$ cat src/adcsc_pkg.sv
// package for adc self calibration control: offsets, fields, resets, timing
`default_nettype none
package adcsc_pkg;
    // register byte offsets (word aligned)
    localparam logic [7:0] ctrl_off      = 8'h00; // control bits
    localparam logic [7:0] stat_off      = 8'h04; // status flags
    localparam logic [7:0] offset_off    = 8'h08; // offset compensation
    localparam logic [7:0] pgain_off     = 8'h0c; // plus_side_gain
    localparam logic [7:0] mgain_off     = 8'h10; // minus_side_gain
    localparam logic [7:0] ptrim_off     = 8'h14; // plus_trim_out_0..s
    localparam logic [7:0] mtrim_off     = 8'h2c; // minus_trim_out_0..s
    localparam logic [7:0] result_off    = 8'h44; // compensated result
    localparam logic [7:0] raw_off       = 8'h48; // raw input for tests
    localparam int         trim_count    = 6;
    // control register field positions
    localparam int ctrl_cal_bit    = 0;  // calibration start
    localparam int ctrl_trig_bit   = 1;  // hw_trigger_select
    localparam int ctrl_lp_bit     = 2;  // low_power_select
    localparam int ctrl_hs_bit     = 3;  // high_speed_select
    localparam int ctrl_avg_bit    = 4;  // averaging_on
    localparam int ctrl_averaging_count_lsb   = 5;  // averaging_count, 2 bits
    localparam int ctrl_diff_bit   = 7;  // differential mode
    localparam int ctrl_conv_bit   = 8;  // start a conversion (self clears)
    // status register field positions
    localparam int stat_done_bit   = 0;  // conversion_done_flag
    localparam int stat_fail_bit   = 1;  // selftrim_fail_flag
    localparam int stat_busy_bit   = 2;  // calibration running
    // reset values
    localparam logic [15:0] gain_reset   = 16'h8310;
    localparam logic [15:0] offset_reset = 16'h0000;
    // timing: longest calibration
    localparam int cal_conv_cycles = 15000;
    localparam int cal_bus_cycles  = 100;
    localparam int clk_mhz         = 100;
    localparam int conv_clk_khz    = 4000; // slowest allowed conversion clk
    localparam int conv_div        = (clk_mhz * 1000) / conv_clk_khz;
    typedef enum {adcsc_idle_type_s, adcsc_run_s, adcsc_fin_s} adcsc_st_type;
endpackage : adcsc_pkg
`default_nettype wire

$ cat src/adcsc_comp.sv
// offset and gain compensation of a raw conversion result
`default_nettype none
module adcsc_comp (
    input  wire logic        sys_clk,
    input  wire logic        rstn,
    input  wire logic        go,
    input  wire logic [15:0] raw,
    input  wire logic        negative,
    input  wire logic [15:0] offset,
    input  wire logic [15:0] pgain,
    input  wire logic [15:0] mgain,
    output logic [15:0]      result,
    output logic             valid
);
    logic signed [17:0] sub_v;
    logic        [17:0] mag_v;
    logic        [33:0] prod_v;
    logic        [15:0] result_d;
    logic        [15:0] result_q;
    logic               valid_q;

    // offset is left-justified two's complement: subtract first, then scale
    always_comb begin
        sub_v = $signed({2'b00, raw}) - 18'($signed(offset));
        mag_v = sub_v[17] ? 18'h00000 : 18'(sub_v);
        prod_v = 34'(mag_v) * 34'(negative ? mgain : pgain);
        result_d = result_q;
        if (go) begin
            result_d = (|prod_v[33:31]) ? 16'hffff : prod_v[30:15];
        end
    end

    // register the compensated value into the result
    always_ff @(posedge sys_clk or negedge rstn) begin
        if (!rstn) begin
            result_q <= 16'h0000;
            valid_q  <= 1'b0;
        end else begin
            result_q <= result_d;
            valid_q  <= go;
        end
    end

    assign result = result_q;
    assign valid  = valid_q;
endmodule : adcsc_comp
`default_nettype wire

$ cat src/adcsc_top.sv
// self calibration control and register file of the 16-bit converter
`default_nettype none
module adcsc_top #(
    parameter int cal_cycles = adcsc_pkg::cal_conv_cycles
        * adcsc_pkg::conv_div + adcsc_pkg::cal_bus_cycles
) (
    input  wire logic        sys_clk,
    input  wire logic        rstn,
    input  wire logic        wb_cyc_i,
    input  wire logic        wb_stb_i,
    input  wire logic        wb_we_i,
    input  wire logic [7:0]  wb_adr_i,
    input  wire logic [3:0]  wb_sel_i,
    input  wire logic [31:0] wb_dat_i,
    output logic [31:0]      wb_dat_o,
    output logic             wb_ack_o,
    input  wire logic        stop_mode,
    output logic             calibrating
);
    // refuse a budget that the run counter cannot serve
    if (cal_cycles < 2) begin : g_bad_cal
        $error("cal_cycles out of range");
    end

    localparam int cw = $clog2(cal_cycles + 1);

    // stop request comes from outside: two flops before use
    logic stop_s1_q;
    logic stop_s2_q;
    always_ff @(posedge sys_clk or negedge rstn) begin
        if (!rstn) begin
            stop_s1_q <= 1'b0;
            stop_s2_q <= 1'b0;
        end else begin
            stop_s1_q <= stop_mode;
            stop_s2_q <= stop_s1_q;
        end
    end

    // decode a word address to a trim slot, -1 when none
    function automatic int trim_slot(input logic [7:0] a,
                                     input logic [7:0] base);
        int k;
        trim_slot = -1;
        for (k = 0; k < adcsc_pkg::trim_count; k++) begin
            if (a == 8'(base + 8'(4 * k))) begin
                trim_slot = k;
            end
        end
    endfunction : trim_slot

    logic [8:0]  ctrl_q, ctrl_d;
    logic        done_q, done_d;
    logic        fail_q, fail_d;
    logic [15:0] off_q, off_d;
    logic [15:0] pg_q, pg_d;
    logic [15:0] mg_q, mg_d;
    logic [15:0] raw_q, raw_d;
    logic [15:0] pt_q [adcsc_pkg::trim_count];
    logic [15:0] pt_d [adcsc_pkg::trim_count];
    logic [15:0] mt_q [adcsc_pkg::trim_count];
    logic [15:0] mt_d [adcsc_pkg::trim_count];
    logic [cw-1:0] cnt_q, cnt_d;
    adcsc_pkg::adcsc_st_type st_q, st_d;
    logic        ack_q, ack_d;
    logic [31:0] rd_q, rd_d;
    logic        cal_prev_q;
    logic        busy_q;
    logic        conv_go_q, conv_go_d;
    logic [15:0] comp_res;
    logic        comp_valid;

    logic req;
    logic wr;
    assign req = wb_cyc_i & wb_stb_i & ~ack_q;
    assign wr  = req & wb_we_i;

    // compensation path used by every conversion
    adcsc_comp u_comp (
        .sys_clk  (sys_clk),
        .rstn     (rstn),
        .go       (conv_go_q),
        .raw      (raw_q),
        .negative (ctrl_q[adcsc_pkg::ctrl_diff_bit]),
        .offset   (off_q),
        .pgain    (pg_q),
        .mgain    (mg_q),
        .result   (comp_res),
        .valid    (comp_valid)
    );

    // register writes, calibration sequencer and flags
    always_comb begin
        int s;
        logic cal_rise;
        logic bad;
        s = -1;
        cal_rise = 1'b0;
        ctrl_d = ctrl_q;
        done_d = done_q;
        fail_d = fail_q;
        off_d = off_q;
        pg_d = pg_q;
        mg_d = mg_q;
        raw_d = raw_q;
        pt_d = pt_q;
        mt_d = mt_q;
        cnt_d = cnt_q;
        st_d = st_q;
        conv_go_d = 1'b0;
        bad = 1'b0;
        if (wr && st_q != adcsc_pkg::adcsc_run_s) begin
            case (wb_adr_i)
                adcsc_pkg::ctrl_off: begin
                    if (wb_sel_i[0]) ctrl_d[7:0] = wb_dat_i[7:0];
                    if (wb_sel_i[1]) ctrl_d[8] = wb_dat_i[8];
                end
                adcsc_pkg::offset_off: begin
                    if (wb_sel_i[0]) off_d[7:0] = wb_dat_i[7:0];
                    if (wb_sel_i[1]) off_d[15:8] = wb_dat_i[15:8];
                end
                adcsc_pkg::pgain_off: begin
                    if (wb_sel_i[0]) pg_d[7:0] = wb_dat_i[7:0];
                    if (wb_sel_i[1]) pg_d[15:8] = wb_dat_i[15:8];
                end
                adcsc_pkg::mgain_off: begin
                    if (wb_sel_i[0]) mg_d[7:0] = wb_dat_i[7:0];
                    if (wb_sel_i[1]) mg_d[15:8] = wb_dat_i[15:8];
                end
                adcsc_pkg::raw_off: begin
                    if (wb_sel_i[0]) raw_d[7:0] = wb_dat_i[7:0];
                    if (wb_sel_i[1]) raw_d[15:8] = wb_dat_i[15:8];
                end
                default: begin
                    s = trim_slot(wb_adr_i, adcsc_pkg::ptrim_off);
                    if (s >= 0) pt_d[s] = wb_dat_i[15:0];
                    s = trim_slot(wb_adr_i, adcsc_pkg::mtrim_off);
                    if (s >= 0) mt_d[s] = wb_dat_i[15:0];
                end
            endcase
        end
        // conversion start bit is a self clearing strobe
        if (ctrl_d[adcsc_pkg::ctrl_conv_bit]) begin
            conv_go_d = 1'b1;
            ctrl_d[adcsc_pkg::ctrl_conv_bit] = 1'b0;
        end
        cal_rise = ctrl_q[adcsc_pkg::ctrl_cal_bit] & ~cal_prev_q;
        case (st_q)
            adcsc_pkg::adcsc_idle_type_s: begin
                if (cal_rise) begin
                    done_d = 1'b0;
                    fail_d = 1'b0;
                    if (ctrl_q[adcsc_pkg::ctrl_trig_bit]) begin
                        fail_d = 1'b1;
                        ctrl_d[adcsc_pkg::ctrl_cal_bit] = 1'b0;
                    end else begin
                        // mode bits play no part in the sequence
                        cnt_d = cw'(cal_cycles - 1);
                        st_d = adcsc_pkg::adcsc_run_s;
                    end
                end
            end
            adcsc_pkg::adcsc_run_s: begin
                bad = wr | stop_s2_q;
                if (bad) begin
                    fail_d = 1'b1;
                    ctrl_d[adcsc_pkg::ctrl_cal_bit] = 1'b0;
                    st_d = adcsc_pkg::adcsc_idle_type_s;
                end else if (cnt_q == '0) begin
                    st_d = adcsc_pkg::adcsc_fin_s;
                end else begin
                    cnt_d = cnt_q - cw'(1);
                end
            end
            adcsc_pkg::adcsc_fin_s: begin
                done_d = 1'b1;
                off_d = adcsc_pkg::offset_reset;
                st_d = adcsc_pkg::adcsc_idle_type_s;
            end
            default: st_d = adcsc_pkg::adcsc_idle_type_s;
        endcase
        // a finished conversion wins over a start clearing the flag
        if (comp_valid) done_d = 1'b1;
    end

    // bus answer: one cycle after request, dropped the next
    always_comb begin
        int s;
        s = -1;
        ack_d = req;
        rd_d = 32'h00000000;
        if (req && !wb_we_i) begin
            case (wb_adr_i)
                adcsc_pkg::ctrl_off: rd_d = 32'(ctrl_q);
                adcsc_pkg::stat_off: rd_d = 32'({busy_q, fail_q, done_q});
                adcsc_pkg::offset_off: rd_d = 32'(off_q);
                adcsc_pkg::pgain_off: rd_d = 32'(pg_q);
                adcsc_pkg::mgain_off: rd_d = 32'(mg_q);
                adcsc_pkg::result_off: rd_d = 32'(comp_res);
                adcsc_pkg::raw_off: rd_d = 32'(raw_q);
                default: begin
                    s = trim_slot(wb_adr_i, adcsc_pkg::ptrim_off);
                    if (s >= 0) rd_d = 32'(pt_q[s]);
                    s = trim_slot(wb_adr_i, adcsc_pkg::mtrim_off);
                    if (s >= 0) rd_d = 32'(mt_q[s]);
                end
            endcase
        end
    end

    // state registers
    always_ff @(posedge sys_clk or negedge rstn) begin
        if (!rstn) begin
            ctrl_q     <= 9'h000;
            done_q     <= 1'b0;
            fail_q     <= 1'b0;
            off_q      <= adcsc_pkg::offset_reset;
            pg_q       <= adcsc_pkg::gain_reset;
            mg_q       <= adcsc_pkg::gain_reset;
            raw_q      <= 16'h0000;
            pt_q       <= '{default: 16'h0000};
            mt_q       <= '{default: 16'h0000};
            cnt_q      <= '0;
            st_q       <= adcsc_pkg::adcsc_idle_type_s;
            ack_q      <= 1'b0;
            rd_q       <= 32'h00000000;
            cal_prev_q <= 1'b0;
            busy_q     <= 1'b0;
            conv_go_q  <= 1'b0;
        end else begin
            ctrl_q     <= ctrl_d;
            done_q     <= done_d;
            fail_q     <= fail_d;
            off_q      <= off_d;
            pg_q       <= pg_d;
            mg_q       <= mg_d;
            raw_q      <= raw_d;
            pt_q       <= pt_d;
            mt_q       <= mt_d;
            cnt_q      <= cnt_d;
            st_q       <= st_d;
            ack_q      <= ack_d;
            rd_q       <= rd_d;
            cal_prev_q <= ctrl_q[adcsc_pkg::ctrl_cal_bit];
            busy_q     <= (st_d == adcsc_pkg::adcsc_run_s);
            conv_go_q  <= conv_go_d;
        end
    end

    assign wb_ack_o    = ack_q;
    assign wb_dat_o    = rd_q;
    assign calibrating = busy_q;
endmodule : adcsc_top
`default_nettype wire
$ cat config.mk
export PLATFORM = sky130hd
export DESIGN_NAME = adcsc_top
export DESIGN_NICKNAME = d
export VERILOG_FILES = /design/src/adcsc_pkg.sv /design/src/adcsc_comp.sv /design/src/adcsc_top.sv
export SDC_FILE = /design/constraint.sdc
export NUM_CORES = 1
export LEC_CHECK = 0
export ABC_AREA = 1
export ABC_CLOCK_PERIOD_IN_PS = 7240
export BUFFER_PORTS_ARGS = -buffer_cell sky130_fd_sc_hd__buf_2
export CAP_MARGIN = 15
export CELL_PAD_IN_SITES_DETAIL_PLACEMENT = 0
export CELL_PAD_IN_SITES_GLOBAL_PLACEMENT = 1
export CORE_ASPECT_RATIO = 1.5
export CORE_MARGIN = 4
export CORE_UTILIZATION = 44
export CTS_BUF_LIST = sky130_fd_sc_hd__clkbuf_4
export DETAILED_ROUTE_END_ITERATION = 12
export PLACE_DENSITY_LB_ADDON = 0.1
export SYNTH_ARGS = -nofsm -noshare
export SYNTH_HDL_FRONTEND = slang
export SYNTH_HIERARCHICAL = 1
export SYNTH_SLANG_ARGS = --single-unit
$ cat constraint.sdc
create_clock -name sys_clk -period 7.24 [get_ports sys_clk]
set_input_delay 0.724 -clock sys_clk [delete_from_list [all_inputs] [get_ports sys_clk]]
set_output_delay 0.724 -clock sys_clk [all_outputs]
set_load 0.02 [all_outputs]
After elaboration in Yosys (flattened, before gate mapping)
Index checks and enable logic that the tools add are counted.

Memory bits (read-only): 0. Bits in registers: 372. RAM bits: 0. Bits in latches: 0. Logic and storage cells: 189. Output and inout bits: 34. Memories: 0.

Multiply operators: 1. Order comparisons: 10. Div/mod/pow operators: 0. Bitwise logic cells: 12. Add/subtract/negate cells: 2. Equality and inequality tests: 28. Shifts and indexed selects: 0. Reductions and logical operators: 31. Multiplexer cells: 70.

Operators by type and width (count): $mux W32 (26); $pmux W32 S7 (1); $bwmux W96 (2); $mux W16 (12); $ge A32 B1 Y1 const B (4); $ge A32 B4 Y1 const B (4); $not A32 Y32 (4); $bmux W16 S3 (2); $demux W16 S3 (2); $mux W19 (4); $eq A32 B2 Y1 const B (2); $eq A8 B6 Y1 const B (8); $lt A32 B1 Y1 const B (2); $pmux W32 S2 (1); $pmux W19 S2 (1); $reduce_and A3 Y1 (12); $mul A18 B34 Y34 (1); $eq A32 B1 Y1 const B (1); $eq A8 B5 Y1 const B (4); $logic_not A32 Y1 (1); $ne A32 B2 Y1 const B (1); $eq A8 B7 Y1 const B (3); $mux W8 (3); $logic_not A19 Y1 (1); 23 further kinds (52).

Depth between registers and ports, before layout
Depth after elaboration: 17. Mapped depth: 45. Gate-level depth less buffers: 44.

By module
Netlist, hierarchy kept.

Modules (own cells, without submodules): adcsc_top (cells each 2068, instances 1, area an instance 16366.9 µm²); adcsc_comp (cells each 1438, instances 1, area an instance 10817.9 µm²).

Least setup slack after synthesis
OpenSTA, ideal clock, no wires.

Kind: register -> register. Start point: register off_q[0]. End point: register u_comp.result_q[13], in the netlist u_comp/result[13]. Setup slack: -314 ps. Required time: 7117 ps. Arrival time: 7430 ps. Cell stages (with the launch flop): 34. Cells stage by stage: dfrtp_1 ha_1 fa_1 o31ai_1 a21oi_1 nor2_1 nor2_1 o21bai_1 or2_2 nand3_1 inv_1 clkbuf_1 nand2_1 fa_1 inv_1 fa_1 fa_1 fa_1 fa_1 inv_1 fa_1 inv_1 ha_1 a21oi_1 o21ai_0 a21oi_1 nor2_1 a2111oi_0 nand2_1 nand2_1 nand2_1 nor2_4 buf_8 a21oi_2.

Cells in the longest elaborated chain, start to end: 5.

RTL lines: start: declaration (line adcsc_top.sv:55) `logic [15:0] off_q, off_d;`; start signal: assignment (line adcsc_top.sv:217) `off_q <= adcsc_pkg::offset_reset;`; $sub A17 B16 Y18 * (line adcsc_comp.sv:24) `sub_v = $signed({2'b00, raw}) - 18'($signed(offset));`; $mux W17 * (line adcsc_comp.sv:25) `mag_v = sub_v[17] ? 18'h00000 : 18'(sub_v);`; $mul A18 B34 Y34 * (line adcsc_comp.sv:26) `prod_v = 34'(mag_v) * 34'(negative ? mgain : pgain);`; $reduce_or A3 Y1 (line adcsc_comp.sv:29) `result_d = (|prod_v[33:31]) ? 16'hffff : prod_v[30:15];`; $mux W16 * (line adcsc_comp.sv:29); end signal: assignment (line adcsc_comp.sv:39) `result_q <= result_d;`; end: declaration (line adcsc_comp.sv:19) `logic [15:0] result_q;`.

Every way passes the cells marked *; elsewhere a longest branch is shown, timed or not. A chain may end at the register's enable or synchronous reset.

Worst setup path in the final report
Start point: register off_q[0]. End point: register u_comp.result_q[0], in the netlist u_comp/result[0].

The elaborated chain is that of the path after synthesis.

==> impl_metrics.env <==
export IMPL_status="finished, violations left"
export IMPL_violations="negative setup slack"
export IMPL_holdPathStages=3
export IMPL_cts_buffers=92
export IMPL_drc=0
export IMPL_area_growth_pct=18.6
export IMPL_path_class="flip-flop to flip-flop"
export IMPL_die_w_um=211
export IMPL_synthTopCellsByArea="dfrtp_1, fa_1, nand2_1"
export IMPL_min_from="wb_dat_i[1]"
export IMPL_routedWlPerCell_um=18.5
export IMPL_busiest_layer="met2"
export IMPL_final_cells=4719
export IMPL_finalCritPeriodShare_pct=105
export IMPL_place_ws_ns=-0.624
export IMPL_use_met2_pct=50.5
export IMPL_critPathMaxStageDelay_ns=0.60
export IMPL_rows=111
export IMPL_setup_viol=16
export IMPL_max_slew_margin_pct=26.0
export IMPL_use_met1_pct=29.1
export IMPL_portBuffers=49
export IMPL_fin_crit_ns=7.58
export IMPL_synth_ff_type="dfrtp_1"
export IMPL_cts_root_buf="clkbuf_4"
export IMPL_worstPathRequired_ns=7.99
export IMPL_arrival_ns=8.33
export IMPL_rsz0062_at_grt="yes"
export IMPL_core_um2=61100
export IMPL_cap_viol_max_count=0
export IMPL_grt_pass1_wl_um=139000
export IMPL_hold_end="off_q[1]"
export IMPL_cp_start_kind="flip-flop"
export IMPL_timing_fmax_ghz=0.132
export IMPL_nets=4239
export IMPL_syn_inst=3506
export IMPL_htree_levels=3
export IMPL_cts_sinks=356
export IMPL_cellLeakagePower_nw=16.5
export IMPL_synth_area_leader_cell="dfrtp_1"
export IMPL_synth_compound_area_share_pct=9.67
export IMPL_synth_xor_area_share_pct=1.26
export IMPL_gr_total_overflow=0
export IMPL_min_path_type="input port to flip-flop"
export IMPL_setup_worst_path_start="off_q[0]"
export IMPL_clockBufferDepth=3
export IMPL_synthSimpleGateAreaFrac_pct=24.6
export IMPL_synth_edf_count=0
export IMPL_gp_congestion=0.938
export IMPL_vdd_drop_max_v=0.000140
export IMPL_synth_most_common_cell="nand2_1"
export IMPL_r2r_start="off_q[0]"
export IMPL_grt_max_degree=168
export IMPL_path_clk_slew_ns=0.06
export IMPL_rrSetupSlack_ns=-0.34
export IMPL_clk_latency_ns=0.87
export IMPL_async_flop_share_pct=100
export IMPL_vias=24000
export IMPL_synth_fa_ha_area_share_pct=21.1
export IMPL_ys_ff_latch=356
export IMPL_fin_ws_ns=-0.341
export IMPL_crit_reg2reg_capture="u_comp/result[0]"
export IMPL_reg2reg_depth=38
export IMPL_synth_distinct_cells=54
export IMPL_wl_um=87400
export IMPL_yosys_warnings=6
export IMPL_num_io_pins=84
export IMPL_drtIter0Drc=1254
export IMPL_power_density_nw_per_um2=132
export IMPL_ant_nets=0
export IMPL_synth_seq_area_share_pct=32.8
export IMPL_drive_above_1_share_pct=19.3
export IMPL_slew_viol_final=0
export IMPL_end_kind="flip-flop"
export IMPL_via_per_inst=5.08
export IMPL_dieArea_um2=65900
export IMPL_clock_skew_ns=0.0783
export IMPL_synth_top_family_by_area="simple AND/OR/NAND/NOR gates"
export IMPL_hpwl_um=66900
export IMPL_die_y_um=312
export IMPL_synth_top_cells_by_count="nand2_1, inv_1, dfrtp_1, nor2_1, fa_1"
export IMPL_dr_pass1_iters=6
export IMPL_syn_area_um2=27200
export IMPL_tightest_slew_ns=1.11
export IMPL_fin_tns_setup_ns=-5.01
export IMPL_grtUsageMet3_pct=3.32
export IMPL_n_fill_cell=6043
export IMPL_start_util_pct=44.5
export IMPL_worstPathMaxFanout=6
export IMPL_yosysTopAreaCellShare_pct=32.0
export IMPL_crit_slowest_cell="fa_2"
export IMPL_hold_viol_final=0
export IMPL_dp_cells=4520
export IMPL_synthMuxAreaShare_pct=0
export IMPL_grt_pass1_vias=25500
export IMPL_cts_tree="built"
export IMPL_antenna_found_initial=2
export IMPL_avgSynthCellArea_um2=7.75
export IMPL_grt_use_total_pct=26.7
==> state kept, by name (all words and copies together) (netlist names), 8 cells and up <==
signal	count
pg_q	16
u_comp/result	16
st_q	32
cnt_q	19
pt_q	96
ctrl_q	8
raw_q	16
wb_dat_o	16
off_q	16
mt_q	96
mg_q	16
==> critical path: cells and delay by family, from the launching register on <==
| kind | cells | cell delay, ns |
|---|---|---|
| compound gates | 9 | 1.25 |
| fa+ha+maj | 9 | 3.96 |
| buf+inv | 10 | 0.97 |
| flops | 1 | 0.39 |
| simple gates | 10 | 0.92 |
==> layout make-up <==
| type | count | area [um2] | area share (%) |
|---|---|---|---|
| Antenna cell | 4 | 10.0 | 0.0310 |
| Clock inverter | 29 | 184 | 0.570 |
| Multi-Input combinational cell | 2500 | 16300 | 50.6 |
| Timing Repair Buffer | 362 | 2760 | 8.55 |
| Tap cell | 791 | 990 | 3.07 |
| Sequential cell | 356 | 8920 | 27.7 |
| Inverter | 543 | 2060 | 6.38 |
| Clock buffer | 134 | 1010 | 3.12 |
==> through the flow <==
| step | power, mW | instance area [um2] | hold slack, ns | util [%] |
|---|---|---|---|---|
| after CTS | 4.28 | 31600 | 0.0294 | 51.8 |
| final | 4.25 | 32300 | 0.119 | 52.8 |
| after detailed placement | 2.45 | 30000 | 0.345 | 49.1 |
| after global placement | 2.45 | 30000 | 0.346 | 49.1 |
| after floorplan | 2.23 | 27400 | 0.331 | - |
| after global routing | 4.45 | 32200 | 0.0758 | 52.8 |
==> layout by cell type, fill, tap and decap left out, types with 56 or more instances in the layout <==
master,instances
a21oi_1,56
inv_1,494
buf_4,290
clkbuf_4,134
nand3_1,173
o21ai_0,156
ha_1,103
o21ai_1,165
fa_1,194
dfrtp_1,347
nand2_1,943
nor2_1,328
==> timing repair <==
action	4_1_cts	5_1_grt
hold buffers	2	0
gates cloned	0	1
gates resized for setup	78	117
buffers inserted	12	18
pin swaps	47	58
setup endpoints to repair	16	16
hold endpoints to repair	93	0
==> worst max-delay path by stage <==
stage                   endpoint  cells after the start
3_3_place_gp   u_comp/result[13]                     38
5_1_grt        u_comp/result[11]                     38
4_1_cts         u_comp/result[3]                     37
6_report        u_comp/result[0]                     38
3_5_place_dp    u_comp/result[3]                     37
2_1_floorplan  u_comp/result[13]                     36
==> kinds of logic (layout without fill, tap and decap cells) <==
kind of cell / Yosys count / in the layout
xor gates and xnor gates: 39 / 39
and+or+nand+nor: 1603 / 1603
AOI/OAI and AO/OA: 478 / 478
other: 1 / 50
adders and majority gates: 334 / 334
buffers and inverters: 695 / 1068
DFF: 356 / 356
==> metal layers <==
metal | share of wire [%] | vias up
met4 | 5.3 | 0
met3 | 3.6 | 227
met2 | 55 | 573
met1 | 36 | 11600
met5 | 0 | -
li1 | - | 11600
==> where the power goes <==
part | internal [mW] | switching [mW] | total [mW]
clock network | 0.923 | 0.864 | 1.79
logic | 0.155 | 0.284 | 0.440
registers | 2.01 | 0.0109 | 2.02
Power figures use the tool's default switching activity.
